==> src/pkg/fpe_regs.vh <==
// constants for the flash program/erase host controller
`ifndef FPE_REGS_VH
`define FPE_REGS_VH
// command cycle addresses and data
`define FPE_ADDR_555 20'h00555
`define FPE_ADDR_2AA 20'h002AA
`define FPE_DAT_AA 8'hAA
`define FPE_DAT_55 8'h55
`define FPE_DAT_PROG 8'hA0
`define FPE_DAT_ERS 8'h80
`define FPE_DAT_CHIP 8'h10
`define FPE_DAT_SECT 8'h30
`define FPE_DAT_SUSP 8'hB0
`define FPE_DAT_RESUME 8'h30
// operation codes on op_sel
`define FPE_OP_PROG 3'h0
`define FPE_OP_CHIP 3'h1
`define FPE_OP_SECT 3'h2
`define FPE_OP_SUSP 3'h3
`define FPE_OP_RESUME 3'h4
`define FPE_OP_READ 3'h5
// data bit positions
`define FPE_DATA_POLL_BIT 7
`define FPE_TOGGLE_STATUS_BIT 6
// sector field of the address
`define FPE_SECT_LSB 13
// bus phase length in clocks minus one (100 ns each, above every strobe minimum)
`define FPE_PHASE_CYC 2'h1
// resume settle delay: 10 ms at 100 ns
`define FPE_RESUME_DELAY_MS 10
`define FPE_RESUME_DELAY_CYC ((`FPE_RESUME_DELAY_MS * 1000000) / 100)
`define FPE_SUSP_LOOP_LIMIT 11'h400
`endif

==> src/core/fpe_bus_cycle.v <==
// single asynchronous bus cycle (write or read) on the flash pins
`include "fpe_regs.vh"
module fpe_bus_cycle (
    // clock and reset
    input wire clk,
    input wire rst_n,
    // request
    input wire start,
    input wire is_write,
    input wire use_ce_ctrl,
    input wire [19:0] addr,
    input wire [7:0] wdata,
    output reg done,
    output reg [7:0] rdata,
    // flash pins
    output reg [19:0] f_addr,
    output reg [7:0] f_dq_o,
    output reg f_dq_oe,
    input wire [7:0] f_dq_i,
    output reg f_ce_n,
    output reg f_oe_n,
    output reg f_we_n
);
    localparam S_IDLE = 4'b0001;
    localparam S_SET = 4'b0010;
    localparam S_ACT = 4'b0100;
    localparam S_END = 4'b1000;
    reg [3:0] st_r;
    reg wr_r;
    reg cec_r;
    reg [1:0] cnt_r;
    always @(posedge clk or negedge rst_n) begin
        if (!rst_n) begin
            st_r <= S_IDLE;
            wr_r <= 1'b0;
            cec_r <= 1'b0;
            cnt_r <= 2'h0;
            done <= 1'b0;
            rdata <= 8'h00;
            f_addr <= 20'h00000;
            f_dq_o <= 8'h00;
            f_dq_oe <= 1'b0;
            f_ce_n <= 1'b1;
            f_oe_n <= 1'b1;
            f_we_n <= 1'b1;
        end else begin
            done <= 1'b0;
            case (st_r)
                S_IDLE: begin
                    if (start) begin
                        wr_r <= is_write;
                        cec_r <= use_ce_ctrl;
                        f_addr <= addr;
                        f_dq_o <= wdata;
                        f_dq_oe <= is_write;
                        // ce-controlled write: we goes low first, ce last
                        if (is_write && use_ce_ctrl)
                            f_we_n <= 1'b0;
                        if (is_write && !use_ce_ctrl)
                            f_ce_n <= 1'b0;
                        cnt_r <= `FPE_PHASE_CYC;
                        st_r <= S_SET;
                    end
                end
                S_SET: begin
                    // every read is its own ce/oe pulse
                    if (!wr_r) begin
                        f_ce_n <= 1'b0;
                        f_oe_n <= 1'b0;
                    end else if (cec_r) begin
                        f_ce_n <= 1'b0;
                    end else begin
                        f_we_n <= 1'b0;
                    end
                    st_r <= S_ACT;
                end
                S_ACT: begin
                    if (cnt_r != 2'h0) begin
                        cnt_r <= cnt_r - 2'h1;
                    end else begin
                        rdata <= f_dq_i;
                        if (!wr_r) begin
                            f_oe_n <= 1'b1;
                            f_ce_n <= 1'b1;
                        end else if (cec_r) begin
                            f_ce_n <= 1'b1; // ce releases first
                        end else begin
                            f_we_n <= 1'b1;
                        end
                        st_r <= S_END;
                    end
                end
                S_END: begin
                    f_ce_n <= 1'b1;
                    f_we_n <= 1'b1;
                    f_dq_oe <= 1'b0;
                    done <= 1'b1;
                    st_r <= S_IDLE;
                end
                default: st_r <= S_IDLE;
            endcase
        end
    end
endmodule

==> src/core/fpe_host.v <==
// host controller for flash embedded program, erase and suspend/resume
// Notes on behaviour
// - host checks completion only after algorithm start, by polling bits
// - B0h during sector erase suspends it
// - after suspend host polls toggle bit until it stops
// - 30h while suspended resumes the erase
// - after many suspend/resume loops host waits 10 ms after resume
// - each status read is a separate ce/oe access
`include "fpe_regs.vh"
module fpe_host #(
    parameter RESUME_DELAY_CYC = `FPE_RESUME_DELAY_CYC
) (
    // clock and reset
    input wire clk,
    input wire nrst,
    // user command port
    input wire cmd_valid,
    input wire [2:0] op_sel,
    input wire use_ce_ctrl,
    input wire [19:0] program_target_address,
    input wire [7:0] program_target_byte,
    output reg cmd_ready,
    output reg op_done,
    output reg op_fail,
    output reg [7:0] read_data,
    output reg busy_seen,
    // flash pins
    output reg [19:0] f_addr,
    output reg [7:0] f_dq_o,
    output reg f_dq_oe,
    input wire [7:0] f_dq_i,
    output reg f_ce_n,
    output reg f_oe_n,
    output reg f_we_n,
    input wire ready_busy_output
);
    ////////////////////////////////////////////////////////////////////////
    localparam S_IDLE = 6'b000001;
    localparam S_CMD = 6'b000010;
    localparam S_POLL1 = 6'b000100;
    localparam S_POLL2 = 6'b001000;
    localparam S_WAIT = 6'b010000;
    localparam S_DONE = 6'b100000;
    reg rs1_r;
    reg rs2_r;
    wire rst_n;
    always @(posedge clk or negedge nrst) begin
        if (!nrst) begin
            rs1_r <= 1'b0;
            rs2_r <= 1'b0;
        end else begin
            rs1_r <= 1'b1;
            rs2_r <= rs1_r;
        end
    end
    assign rst_n = rs2_r;
    ////////////////////////////////////////////////////////////////////////
    reg [5:0] st_r;
    reg [2:0] op_r;
    reg cec_r;
    reg [19:0] adr_r;
    reg [7:0] dat_r;
    reg [2:0] idx_r;
    reg [2:0] ncyc_r;
    reg [7:0] prev_r;
    reg [10:0] loops_r;
    reg [23:0] dly_r;
    reg bc_start_r;
    reg bc_wr_r;
    reg [19:0] bc_addr_r;
    reg [7:0] bc_wdata_r;
    wire bc_done;
    wire [7:0] bc_rdata;
    wire [19:0] p_addr;
    wire [7:0] p_dq_o;
    wire p_dq_oe;
    wire p_ce_n;
    wire p_oe_n;
    wire p_we_n;
    fpe_bus_cycle u_bus (
        .clk(clk),
        .rst_n(rst_n),
        .start(bc_start_r),
        .is_write(bc_wr_r),
        .use_ce_ctrl(cec_r),
        .addr(bc_addr_r),
        .wdata(bc_wdata_r),
        .done(bc_done),
        .rdata(bc_rdata),
        .f_addr(p_addr),
        .f_dq_o(p_dq_o),
        .f_dq_oe(p_dq_oe),
        .f_dq_i(f_dq_i),
        .f_ce_n(p_ce_n),
        .f_oe_n(p_oe_n),
        .f_we_n(p_we_n)
    );
    // register pins once more so every top output comes from a flop
    always @(posedge clk or negedge rst_n) begin
        if (!rst_n) begin
            f_addr <= 20'h00000;
            f_dq_o <= 8'h00;
            f_dq_oe <= 1'b0;
            f_ce_n <= 1'b1;
            f_oe_n <= 1'b1;
            f_we_n <= 1'b1;
        end else begin
            f_addr <= p_addr;
            f_dq_o <= p_dq_o;
            f_dq_oe <= p_dq_oe;
            f_ce_n <= p_ce_n;
            f_oe_n <= p_oe_n;
            f_we_n <= p_we_n;
        end
    end
    ////////////////////////////////////////////////////////////////////////
    // command sequence table: address and data of cycle idx for the op
    reg [19:0] seq_a;
    reg [7:0] seq_d;
    always @* begin
        seq_a = `FPE_ADDR_555;
        seq_d = `FPE_DAT_AA;
        if (idx_r == 3'h1 || idx_r == 3'h4) begin
            seq_a = `FPE_ADDR_2AA;
            seq_d = `FPE_DAT_55;
        end else if (idx_r == 3'h3) begin
            seq_d = `FPE_DAT_AA;
        end
        case (op_r)
            `FPE_OP_PROG: begin
                if (idx_r == 3'h2)
                    seq_d = `FPE_DAT_PROG; // A0h to 555h
                if (idx_r == 3'h3) begin
                    seq_a = adr_r; // target byte last; no verify follows
                    seq_d = dat_r;
                end
            end
            `FPE_OP_CHIP, `FPE_OP_SECT: begin
                if (idx_r == 3'h2)
                    seq_d = `FPE_DAT_ERS;
                if (idx_r == 3'h5) begin
                    // chip erase, or sector chosen by high address bits
                    seq_a = (op_r == `FPE_OP_SECT) ?
                        {adr_r[19:`FPE_SECT_LSB], 13'h0000} : `FPE_ADDR_555;
                    seq_d = (op_r == `FPE_OP_SECT) ? `FPE_DAT_SECT : `FPE_DAT_CHIP;
                end
            end
            `FPE_OP_SUSP: begin
                seq_a = adr_r;
                seq_d = `FPE_DAT_SUSP;
            end
            `FPE_OP_RESUME: begin
                seq_a = adr_r;
                seq_d = `FPE_DAT_RESUME;
            end
            default: begin
                seq_a = adr_r;
                seq_d = 8'h00;
            end
        endcase
    end
    ////////////////////////////////////////////////////////////////////////
    wire tog_moved;
    assign tog_moved = bc_rdata[`FPE_TOGGLE_STATUS_BIT] != prev_r[`FPE_TOGGLE_STATUS_BIT];
    // expected final top bit: written bit for program, 1 for erase
    wire poll_ok;
    assign poll_ok = (op_r == `FPE_OP_PROG) ?
        (bc_rdata[`FPE_DATA_POLL_BIT] == dat_r[`FPE_DATA_POLL_BIT]) :
        bc_rdata[`FPE_DATA_POLL_BIT];
    always @(posedge clk or negedge rst_n) begin
        if (!rst_n) begin
            st_r <= S_IDLE;
            op_r <= `FPE_OP_READ;
            cec_r <= 1'b0;
            adr_r <= 20'h00000;
            dat_r <= 8'h00;
            idx_r <= 3'h0;
            ncyc_r <= 3'h0;
            prev_r <= 8'h00;
            loops_r <= 11'h000;
            dly_r <= 24'h000000;
            bc_start_r <= 1'b0;
            bc_wr_r <= 1'b0;
            bc_addr_r <= 20'h00000;
            bc_wdata_r <= 8'h00;
            cmd_ready <= 1'b0;
            op_done <= 1'b0;
            op_fail <= 1'b0;
            read_data <= 8'h00;
            busy_seen <= 1'b0;
        end else begin
            bc_start_r <= 1'b0;
            op_done <= 1'b0;
            case (st_r)
                S_IDLE: begin
                    cmd_ready <= 1'b1;
                    // a request held across op_done must wait for cmd_ready
                    if (cmd_valid && cmd_ready) begin
                        cmd_ready <= 1'b0;
                        op_fail <= 1'b0;
                        busy_seen <= 1'b0;
                        op_r <= op_sel;
                        cec_r <= use_ce_ctrl;
                        adr_r <= program_target_address;
                        dat_r <= program_target_byte;
                        idx_r <= 3'h0;
                        case (op_sel)
                            `FPE_OP_PROG: ncyc_r <= 3'h4;
                            `FPE_OP_CHIP, `FPE_OP_SECT: ncyc_r <= 3'h6;
                            `FPE_OP_SUSP, `FPE_OP_RESUME: ncyc_r <= 3'h1;
                            default: ncyc_r <= 3'h0;
                        endcase
                        st_r <= S_CMD;
                    end
                end
                S_CMD: begin
                    // issue next cycle; ncyc 0 means a plain array read
                    bc_start_r <= 1'b1;
                    bc_wr_r <= (ncyc_r != 3'h0);
                    bc_addr_r <= seq_a;
                    bc_wdata_r <= seq_d;
                    st_r <= S_WAIT;
                end
                S_WAIT: begin
                    if (bc_done) begin
                        if (ncyc_r == 3'h0) begin
                            read_data <= bc_rdata;
                            st_r <= S_DONE;
                        end else if (idx_r + 3'h1 != ncyc_r) begin
                            idx_r <= idx_r + 3'h1;
                            st_r <= S_CMD;
                        end else if (op_r == `FPE_OP_RESUME) begin
                            // long suspend/resume loops get a settle delay
                            if (loops_r >= `FPE_SUSP_LOOP_LIMIT)
                                dly_r <= RESUME_DELAY_CYC[23:0];
                            else
                                loops_r <= loops_r + 11'h001;
                            st_r <= S_POLL2;
                        end else begin
                            // polling starts only after the final command write
                            bc_start_r <= 1'b1;
                            bc_wr_r <= 1'b0;
                            bc_addr_r <= adr_r;
                            st_r <= S_POLL1;
                        end
                    end
                end
                S_POLL1: begin
                    if (bc_done) begin
                        prev_r <= bc_rdata;
                        // a fresh ce/oe read each time
                        bc_start_r <= 1'b1;
                        st_r <= S_POLL2;
                    end
                end
                S_POLL2: begin
                    if (op_r == `FPE_OP_RESUME) begin
                        if (dly_r != 24'h000000)
                            dly_r <= dly_r - 24'h000001;
                        else
                            st_r <= S_DONE;
                    end else if (bc_done) begin
                        if (!ready_busy_output)
                            busy_seen <= 1'b1;
                        read_data <= bc_rdata; // status while busy
                        if (!tog_moved) begin
                            // toggle stopped: done, or suspend settled
                            if (op_r != `FPE_OP_SUSP && !poll_ok)
                                op_fail <= 1'b1;
                            st_r <= S_DONE;
                        end else begin
                            prev_r <= bc_rdata;
                            bc_start_r <= 1'b1;
                        end
                    end
                end
                S_DONE: begin
                    if (op_r == `FPE_OP_CHIP || op_r == `FPE_OP_SECT)
                        loops_r <= 11'h000;
                    op_done <= 1'b1;
                    st_r <= S_IDLE;
                end
                default: st_r <= S_IDLE;
            endcase
        end
    end
endmodule

==> config.mk <==
export PLATFORM = sky130hd
export DESIGN_NAME = fpe_host
export DESIGN_NICKNAME = d
export VERILOG_FILES = /design/src/core/fpe_bus_cycle.v /design/src/core/fpe_host.v
export VERILOG_INCLUDE_DIRS = /design/src /design/src/pkg
export SDC_FILE = /design/constraint.sdc
export NUM_CORES = 1
export LEC_CHECK = 0
export ABC_AREA = 1
export CAP_MARGIN = 30
export CORE_MARGIN = 2
export CORE_UTILIZATION = 30
export DETAILED_ROUTE_END_ITERATION = 12
export DONT_BUFFER_PORTS = 1
export PLACE_DENSITY_LB_ADDON = 0.12
export SYNTH_ARGS = -nofsm -noshare
export SYNTH_HDL_FRONTEND = slang
export SYNTH_SLANG_ARGS = --single-unit
==> constraint.sdc <==
create_clock -name clk -period 8.4 [get_ports clk]
set_input_delay 0.84 -clock clk [delete_from_list [all_inputs] [get_ports clk]]
set_output_delay 0.84 -clock clk [all_outputs]
set_load 0.05 [all_outputs]
# ---- After elaboration in Yosys (flattened, before gate mapping)
# Cells that the tools add are included.
dict set report word_totals {
  register_bits 211
  output_inout_bits 44
  elab_cells 267
}
dict set report op_classes {
  addsub 4
  n_lt_le_gt_ge 1
  n_eq_ne 63
  n_mux 114
  bitwise_logic 1
  reduce_logical 45
}
# cell count
set ops {}
lappend ops {{two-way mux 24 bit} 7}
lappend ops {{two-way mux 20 bit} 7}
lappend ops {{one-hot mux 20 bit (2 select lines)} 2}
lappend ops {{two-way mux 11 bit} 7}
lappend ops {{two-way mux 8 bit} 9}
lappend ops {{two-way mux 6 bit} 9}
lappend ops {{one-hot mux 24 bit (2 select lines)} 1}
lappend ops {{!= test 2 bit, second input constant} 23}
lappend ops {{two-way mux 1 bit} 42}
lappend ops {{one-hot mux 8 bit (4 select lines)} 1}
lappend ops {{one-hot mux 6 bit (5 select lines)} 1}
lappend ops {{AND reduction 5 bit} 5}
lappend ops {{nonzero test 24 bit} 1}
lappend ops {{subtractor 24 x 1 -> 24 bit, second input constant} 1}
lappend ops {{one-hot mux 11 bit (2 select lines)} 1}
lappend ops {{two-way mux 7 bit} 3}
lappend ops {{nonzero test 2 bit} 10}
lappend ops {{equality test 3 x 2 -> 1 bit, second input constant} 6}
lappend ops {{AND reduction 6 bit} 3}
lappend ops {{two-way mux 4 bit} 4}
lappend ops {{!= test 2 x 1 -> 1 bit, second input constant} 8}
lappend ops {{one-hot mux 8 bit (2 select lines)} 1}
lappend ops {{AND reduction 8 bit} 2}
lappend ops {{one-hot mux 7 bit (2 select lines)} 1}
lappend ops {{other kinds (41)} 73}

# ---- Longest topological paths before layout
dict set report depth {
  depth_word 9
  mapped_depth 14
  ltp_nobuf 13
}

# ---- By module
# From an unflattened synthesis, not the netlist that was laid out.
dict set report unflattened {
  hier_cells 1183
  area_unflattened_um2 9576.7
}
# mod instances cells_each area_each_um2 seq_area_each_um2
set modules_own_cells {}
lappend modules_own_cells {fpe_host 1 955 7558.5 3911.3}
lappend modules_own_cells {fpe_bus_cycle 1 228 2018.2 1231.2}

# ---- Least setup slack after synthesis
# No wires, ideal clock.
dict set report synth_timing {
  path_kind {reg2reg}
  startpoint {reg idx_r[0]}
  endpoint {reg dly_r[20]}
  setup_time_ns 0.117
  t_arrival_ns 1.760
  setup_slack_ns 6.524
  stages_incl_launch_ff 14
  path_buffers 1
  path_cell_list {dfrtp_1 > ha_1 > ha_1 > inv_1 > nand2_1 > nand2_1 > nand3_1 > nand2_2 > nand2_1 > nor2_1 > nand2_2 > buf_2 > nand2_1 > nand2_1}
}
dict set report synth_between {
  elab_chain_cells 4
}
# item line_no
set synth_lines {}
lappend synth_lines {{start: declaration} fpe_host.v:63} ;# reg [2:0] idx_r;
lappend synth_lines {{start signal: assignment} fpe_host.v:230} ;# idx_r <= idx_r + 3'h1;
lappend synth_lines {{adder 3 x 1 -> 3 bit} fpe_host.v:229} ;# end else if (idx_r + 3'h1 != ncyc_r) begin
lappend synth_lines {{!= test 3 bit} fpe_host.v:229}
lappend synth_lines {{!= test 2 bit (no source line)} --}
lappend synth_lines {{AND reduction 8 bit (no source line)} --}
lappend synth_lines {{end signal: assignment} fpe_host.v:235} ;# dly_r <= RESUME_DELAY_CYC[23:0];
lappend synth_lines {{end signal: assignment} fpe_host.v:259} ;# dly_r <= dly_r - 24'h000001;
lappend synth_lines {{end: declaration} fpe_host.v:67} ;# reg [23:0] dly_r;
# Every way passes these cells.
# A chain may end at the register's enable or synchronous reset.

# ---- Worst setup path after layout
dict set report layout_timing {
  startpoint {reg st_r[4]}
  endpoint {reg dly_r[11]}
}
dict set report layout_between {
  elab_chain_cells 3
}
# item line_no
set layout_lines {}
lappend layout_lines {{start: declaration} fpe_host.v:58} ;# reg [5:0] st_r;
lappend layout_lines {{start signal: assignment} fpe_host.v:172} ;# st_r <= S_IDLE;
lappend layout_lines {{start signal: assignment} fpe_host.v:213} ;# st_r <= S_CMD;
lappend layout_lines {{start signal: assignment} fpe_host.v:222} ;# st_r <= S_WAIT;
lappend layout_lines {{equality test 6 x 4 -> 1 bit or equality test 6 x 5 -> 1 bit (tied branches)} fpe_host.v:194} ;# case (st_r)
lappend layout_lines {{!= test 2 bit (no source line), or another cell as far along} --}
lappend layout_lines {{AND reduction 8 bit (no source line)} --}
# Several ways; a longest one is shown, not always the timed one.

==> parameters.txt <==
Parameter                              Value

Status
  Run status ... finished, final reports clean

Synthesis
  Avg Cell Area, Syn ... between 8 and 9 µm²
  Cell with the most instances after synthesis ... sky130_fd_sc_hd__nand2_1
  Number of standard cells after synthesis ... 1166
  List of most frequent post-synthesis cells ... 516 x sky130_fd_sc_hd__nand2_1, 195 x sky130_fd_sc_hd__dfrtp_1, 116 x sky130_fd_sc_hd__nor2_1
  Number of storage elements in the synthesis netlist ... 205
  Post-synthesis sequential area ratio ... 55.1%
  Top cell type by total area after synthesis ... sky130_fd_sc_hd__dfrtp_1
  Summed instance area of the synthesized netlist ... 9330 µm²
  EDFF count, synth ... 0
  Fraction of registers with async set/reset ... 100%
  Most used flip-flop cell after synthesis ... sky130_fd_sc_hd__dfrtp_1
  Area share of the leading cell type in the synthesized netlist ... approximately 52%
  YS warnings ... 0
  Post-synth net total ... between 1k and 1.5k
  Cells taking the most area after synthesis ... sky130_fd_sc_hd__dfrtp_1 52%, sky130_fd_sc_hd__nand2_1 21%, sky130_fd_sc_hd__nor2_1 4.7%
  Distinct cell type count of the synthesized netlist ... 34

Timing
  Slew of the pin with the lowest slew margin ... 1.01 ns
  Aggregate negative setup slack ... 0 ns
  Maximum clock frequency ... 429 MHz
  Post-Route Skew ... roughly 0.012 ns
  Max-slew violation count ... 0
  Post-route fraction of the period consumed by the critical path ... ~28%
  Worst Slack Setup Final ... 6.07 ns
  Hold Worst Slack ... ~0.26 ns
  Number of endpoints with negative hold slack in the final report ... 0
  Shortest clock period the worst path allows after layout ... 2.33 ns
  Final Setup Violations ... 0
  Headroom to the max-slew limit ... 32.9%
  Unrepaired setup endpoints after global routing ... no

Detailed routing
  Detailed router's first-iteration violation count ... 383
  Met1 WL ... 11.5 mm
  Total length of routed met3 wires ... 1.00 mm
  Final antenna-violating net count ... 0
  DRC violations left ... 0
  Highest metal layer with signal wires ... met4
  Detailed route wirelength on metal2 ... 9.85 mm
  Number of search-and-repair iterations in the first detailed-routing pass ... 5
  Routed wire length ... between 20 and 25 mm
  Vias ... 7213
  Post-DR wirelength/cell ... 14.4 µm
  Via density ... 4.56

Power and ir drop
  VDD IR-drop max ... 0.160 mV
  Leakage power summed over all cells ... 5.61 nW
  PD cells ... 378 nW/µm²
  Total power consumption of the routed design ... 0.00401 W

Clocking
  Latest clock arrival within the worst-skew pair ... 0.53 ns
  Post-CTS Setup Inserts ... 0
  Deepest clock path buffer count ... 3
  CTS buffer count ... 25
  Clock H-tree levels ... 1
  TritonCTS clock tree ... done
  Register clock-pin slew on the reported worst setup and hold paths ... 0.06 ns
  Clock Sinks ... 205
  Root Buffer Master ... sky130_fd_sc_hd__clkbuf_16

Worst setup path
  Reg2reg start ... st_r[4]$_DFFE_PN0P_
  Critical path endpoint category ... register
  CP max FO ... 24
  Data arrival time of the worst path ... between 2 and 3 ns
  Depth of the worst register-to-register path ... 9
  Worst setup slack for register-to-register paths ... 6.07 ns
  Category of the most critical setup path ... reg -> reg
  Required time at the endpoint of the critical path ... 8.86 ns
  Crit start category ... register
  Capture point of the worst reg-to-reg path ... dly_r[11]$_DFFE_PN0P_

Die
  I/O Pins ... between 80 and 90
  Die extent in x ... 180 µm
  # rows ... 64
  Total die area ... between 30000 and 40000 µm²
  Effective utilization at floorplan ... 30.5%
  Die Span Y ... 180 µm
  Core outline area ... 30600 µm²

Place
  Setup slack after placement ... 6.04 ns
  Routability-driven placement congestion ratio ... between 0.8 and 0.9
  IO buf count ... 0
  HPWL after detailed placement ... 15.3 mm

Global routing
  Initial antenna violation count ... 0
  Pin count of the biggest net entering global routing ... 176
  First-pass GRT wire length ... roughly 38 mm
  Via count of the first global-routing pass ... ~7k
  Overall global routing resource usage ... 14.1%
  GRT Residual Overflow ... 0

Finish
  Area growth syn-to-layout ... 13.6%
  Fraction of layout cells with a size suffix above 1 ... 7.50%
  Total of fill cells in the finished design ... 3301
  Net total in the final layout ... 1222
  # diodes ... 0

Worst hold path
  Worst Hold Class ... reg -> async

Run
  Max-cap violations ... 0
-- sequential cells by signal, summed over array words and instances, names as in the netlist, 2 cells and up --
register      count
adr_r            20
read_data         8
u_bus.cnt_r       2
dly_r            24
idx_r             3
bc_addr_r        20
f_dq_o            8
u_bus.rdata       8
u_bus.f_dq_o      8
u_bus.st_r        4
dat_r             8
bc_wdata_r        8
f_addr           20
u_bus.f_addr     20
ncyc_r            3
op_r              3
loops_r          11
st_r              6
-- what timing repair did --
action	4_1_cts	5_1_grt
resized for setup	0	0
hold buffers	1	0
endpoints found under the hold margin	2	0
-- critical path, stage by stage, from the launching register on --
cell,delay (ns)
sky130_fd_sc_hd__dfrtp_1,0.40
sky130_fd_sc_hd__nor2_2,0.27
sky130_fd_sc_hd__nand3_2,0.48
sky130_fd_sc_hd__nand2_2,0.24
sky130_fd_sc_hd__nand2_2,0.07
sky130_fd_sc_hd__clkinv_2,0.06
sky130_fd_sc_hd__nand3_2,0.08
sky130_fd_sc_hd__nor2_4,0.46
sky130_fd_sc_hd__nand2_1,0.10
sky130_fd_sc_hd__nand2_1,0.09
-- logic make-up (layout without fill, tap and decap cells) --
| logic type | count (synthesis) | count (layout) | share of synthesized area, % |
|---|---|---|---|
| and+or+nand+nor | 731 | 731 | 31.9 |
| DFF | 205 | 205 | 55.1 |
| buffers and inverters | 111 | 132 | 5.05 |
| AOI/OAI and AO/OA | 91 | 91 | 4.99 |
| xor gates and xnor gates | 18 | 18 | 1.69 |
| adders and majority gates | 9 | 9 | 1.21 |
| other | 1 | 1 | 0.0402 |
-- worst max path at each step --
stage,from,to,slack (ns),cells after the start
after floorplan,rs2_r$_DFF_PN0_,adr_r[0]$_DFFE_PN0P_,2.28,0
after global placement,st_r[3]$_DFFE_PN0P_,loops_r[3]$_DFFE_PN0P_,6.06,10
after detailed placement,st_r[4]$_DFFE_PN0P_,dly_r[11]$_DFFE_PN0P_,6.04,9
after CTS,st_r[4]$_DFFE_PN0P_,dly_r[11]$_DFFE_PN0P_,6.02,9
after global routing,u_bus.st_r[0]$_DFFE_PN1P_,u_bus.cnt_r[0]$_DFFE_PN0P_,5.80,10
final,st_r[4]$_DFFE_PN0P_,dly_r[11]$_DFFE_PN0P_,6.07,9
-- routing by layer --
| metal | GRT usage [%] | up-vias |
|---|---|---|
| met1 | 20.6 | 3407 |
| met3 | 2.57 | 28 |
| li1 | - | 3651 |
| met2 | 21.5 | 127 |
| met5 | 0 | - |
| met4 | 3.42 | 0 |
-- layout by cell type, fill, tap and decap left out, types with 3 or more instances in the layout --
cell,count
sky130_fd_sc_hd__o211ai_1,3
sky130_fd_sc_hd__nand3_2,4
sky130_fd_sc_hd__nand4_1,14
sky130_fd_sc_hd__bufinv_16,4
sky130_fd_sc_hd__dfrtp_1,194
sky130_fd_sc_hd__ha_1,9
sky130_fd_sc_hd__inv_1,73
sky130_fd_sc_hd__a21oi_1,16
sky130_fd_sc_hd__nor2_2,7
sky130_fd_sc_hd__or2_2,5
sky130_fd_sc_hd__nor2_1,115
sky130_fd_sc_hd__o21ai_0,46
sky130_fd_sc_hd__nor2_4,5
sky130_fd_sc_hd__buf_4,5
sky130_fd_sc_hd__nor3_1,8
sky130_fd_sc_hd__clkbuf_1,8
sky130_fd_sc_hd__nand3_1,44
sky130_fd_sc_hd__clkbuf_16,25
sky130_fd_sc_hd__o21ai_1,24
sky130_fd_sc_hd__dfstp_2,10
sky130_fd_sc_hd__nand2_1,516
sky130_fd_sc_hd__clkinv_2,4
sky130_fd_sc_hd__xnor2_1,6
sky130_fd_sc_hd__nand3b_1,4
sky130_fd_sc_hd__clkbuf_8,4
sky130_fd_sc_hd__xor2_1,12
sky130_fd_sc_hd__nand2_2,7
sky130_fd_sc_hd__inv_2,5
-- stage by stage --
stage	util, %	instances	cell area (µm²)
CTS	34.6	1583	10600
global route	34.6	1583	10600
finish	34.6	1583	10600
floorplan	-	1166	9330
detailed placement	31.8	1537	9720
global placement	31.8	1537	9720
-- power breakdown --
group	switching, W	internal [W]	total [W]	leakage [nW]
logic	0.000762	0.000362	0.00112	2.53
clock network	0.000429	0.000709	0.00114	0.424
registers	0.000457	0.00129	0.00175	2.65
total	0.00165	0.00236	0.00401	5.61
-- final cells by class --
type	instances	area, µm²	share of cell area (%)
sequential	205	5150	48.6
clock inverter	8	155	1.46
inverter	80	302	2.85
tap	396	495	4.68
timing repair buffer	7	67.6	0.638
clock buffer	37	711	6.71
multi-input combinational	850	3720	35.1
(Power assumes the default switching activity.)
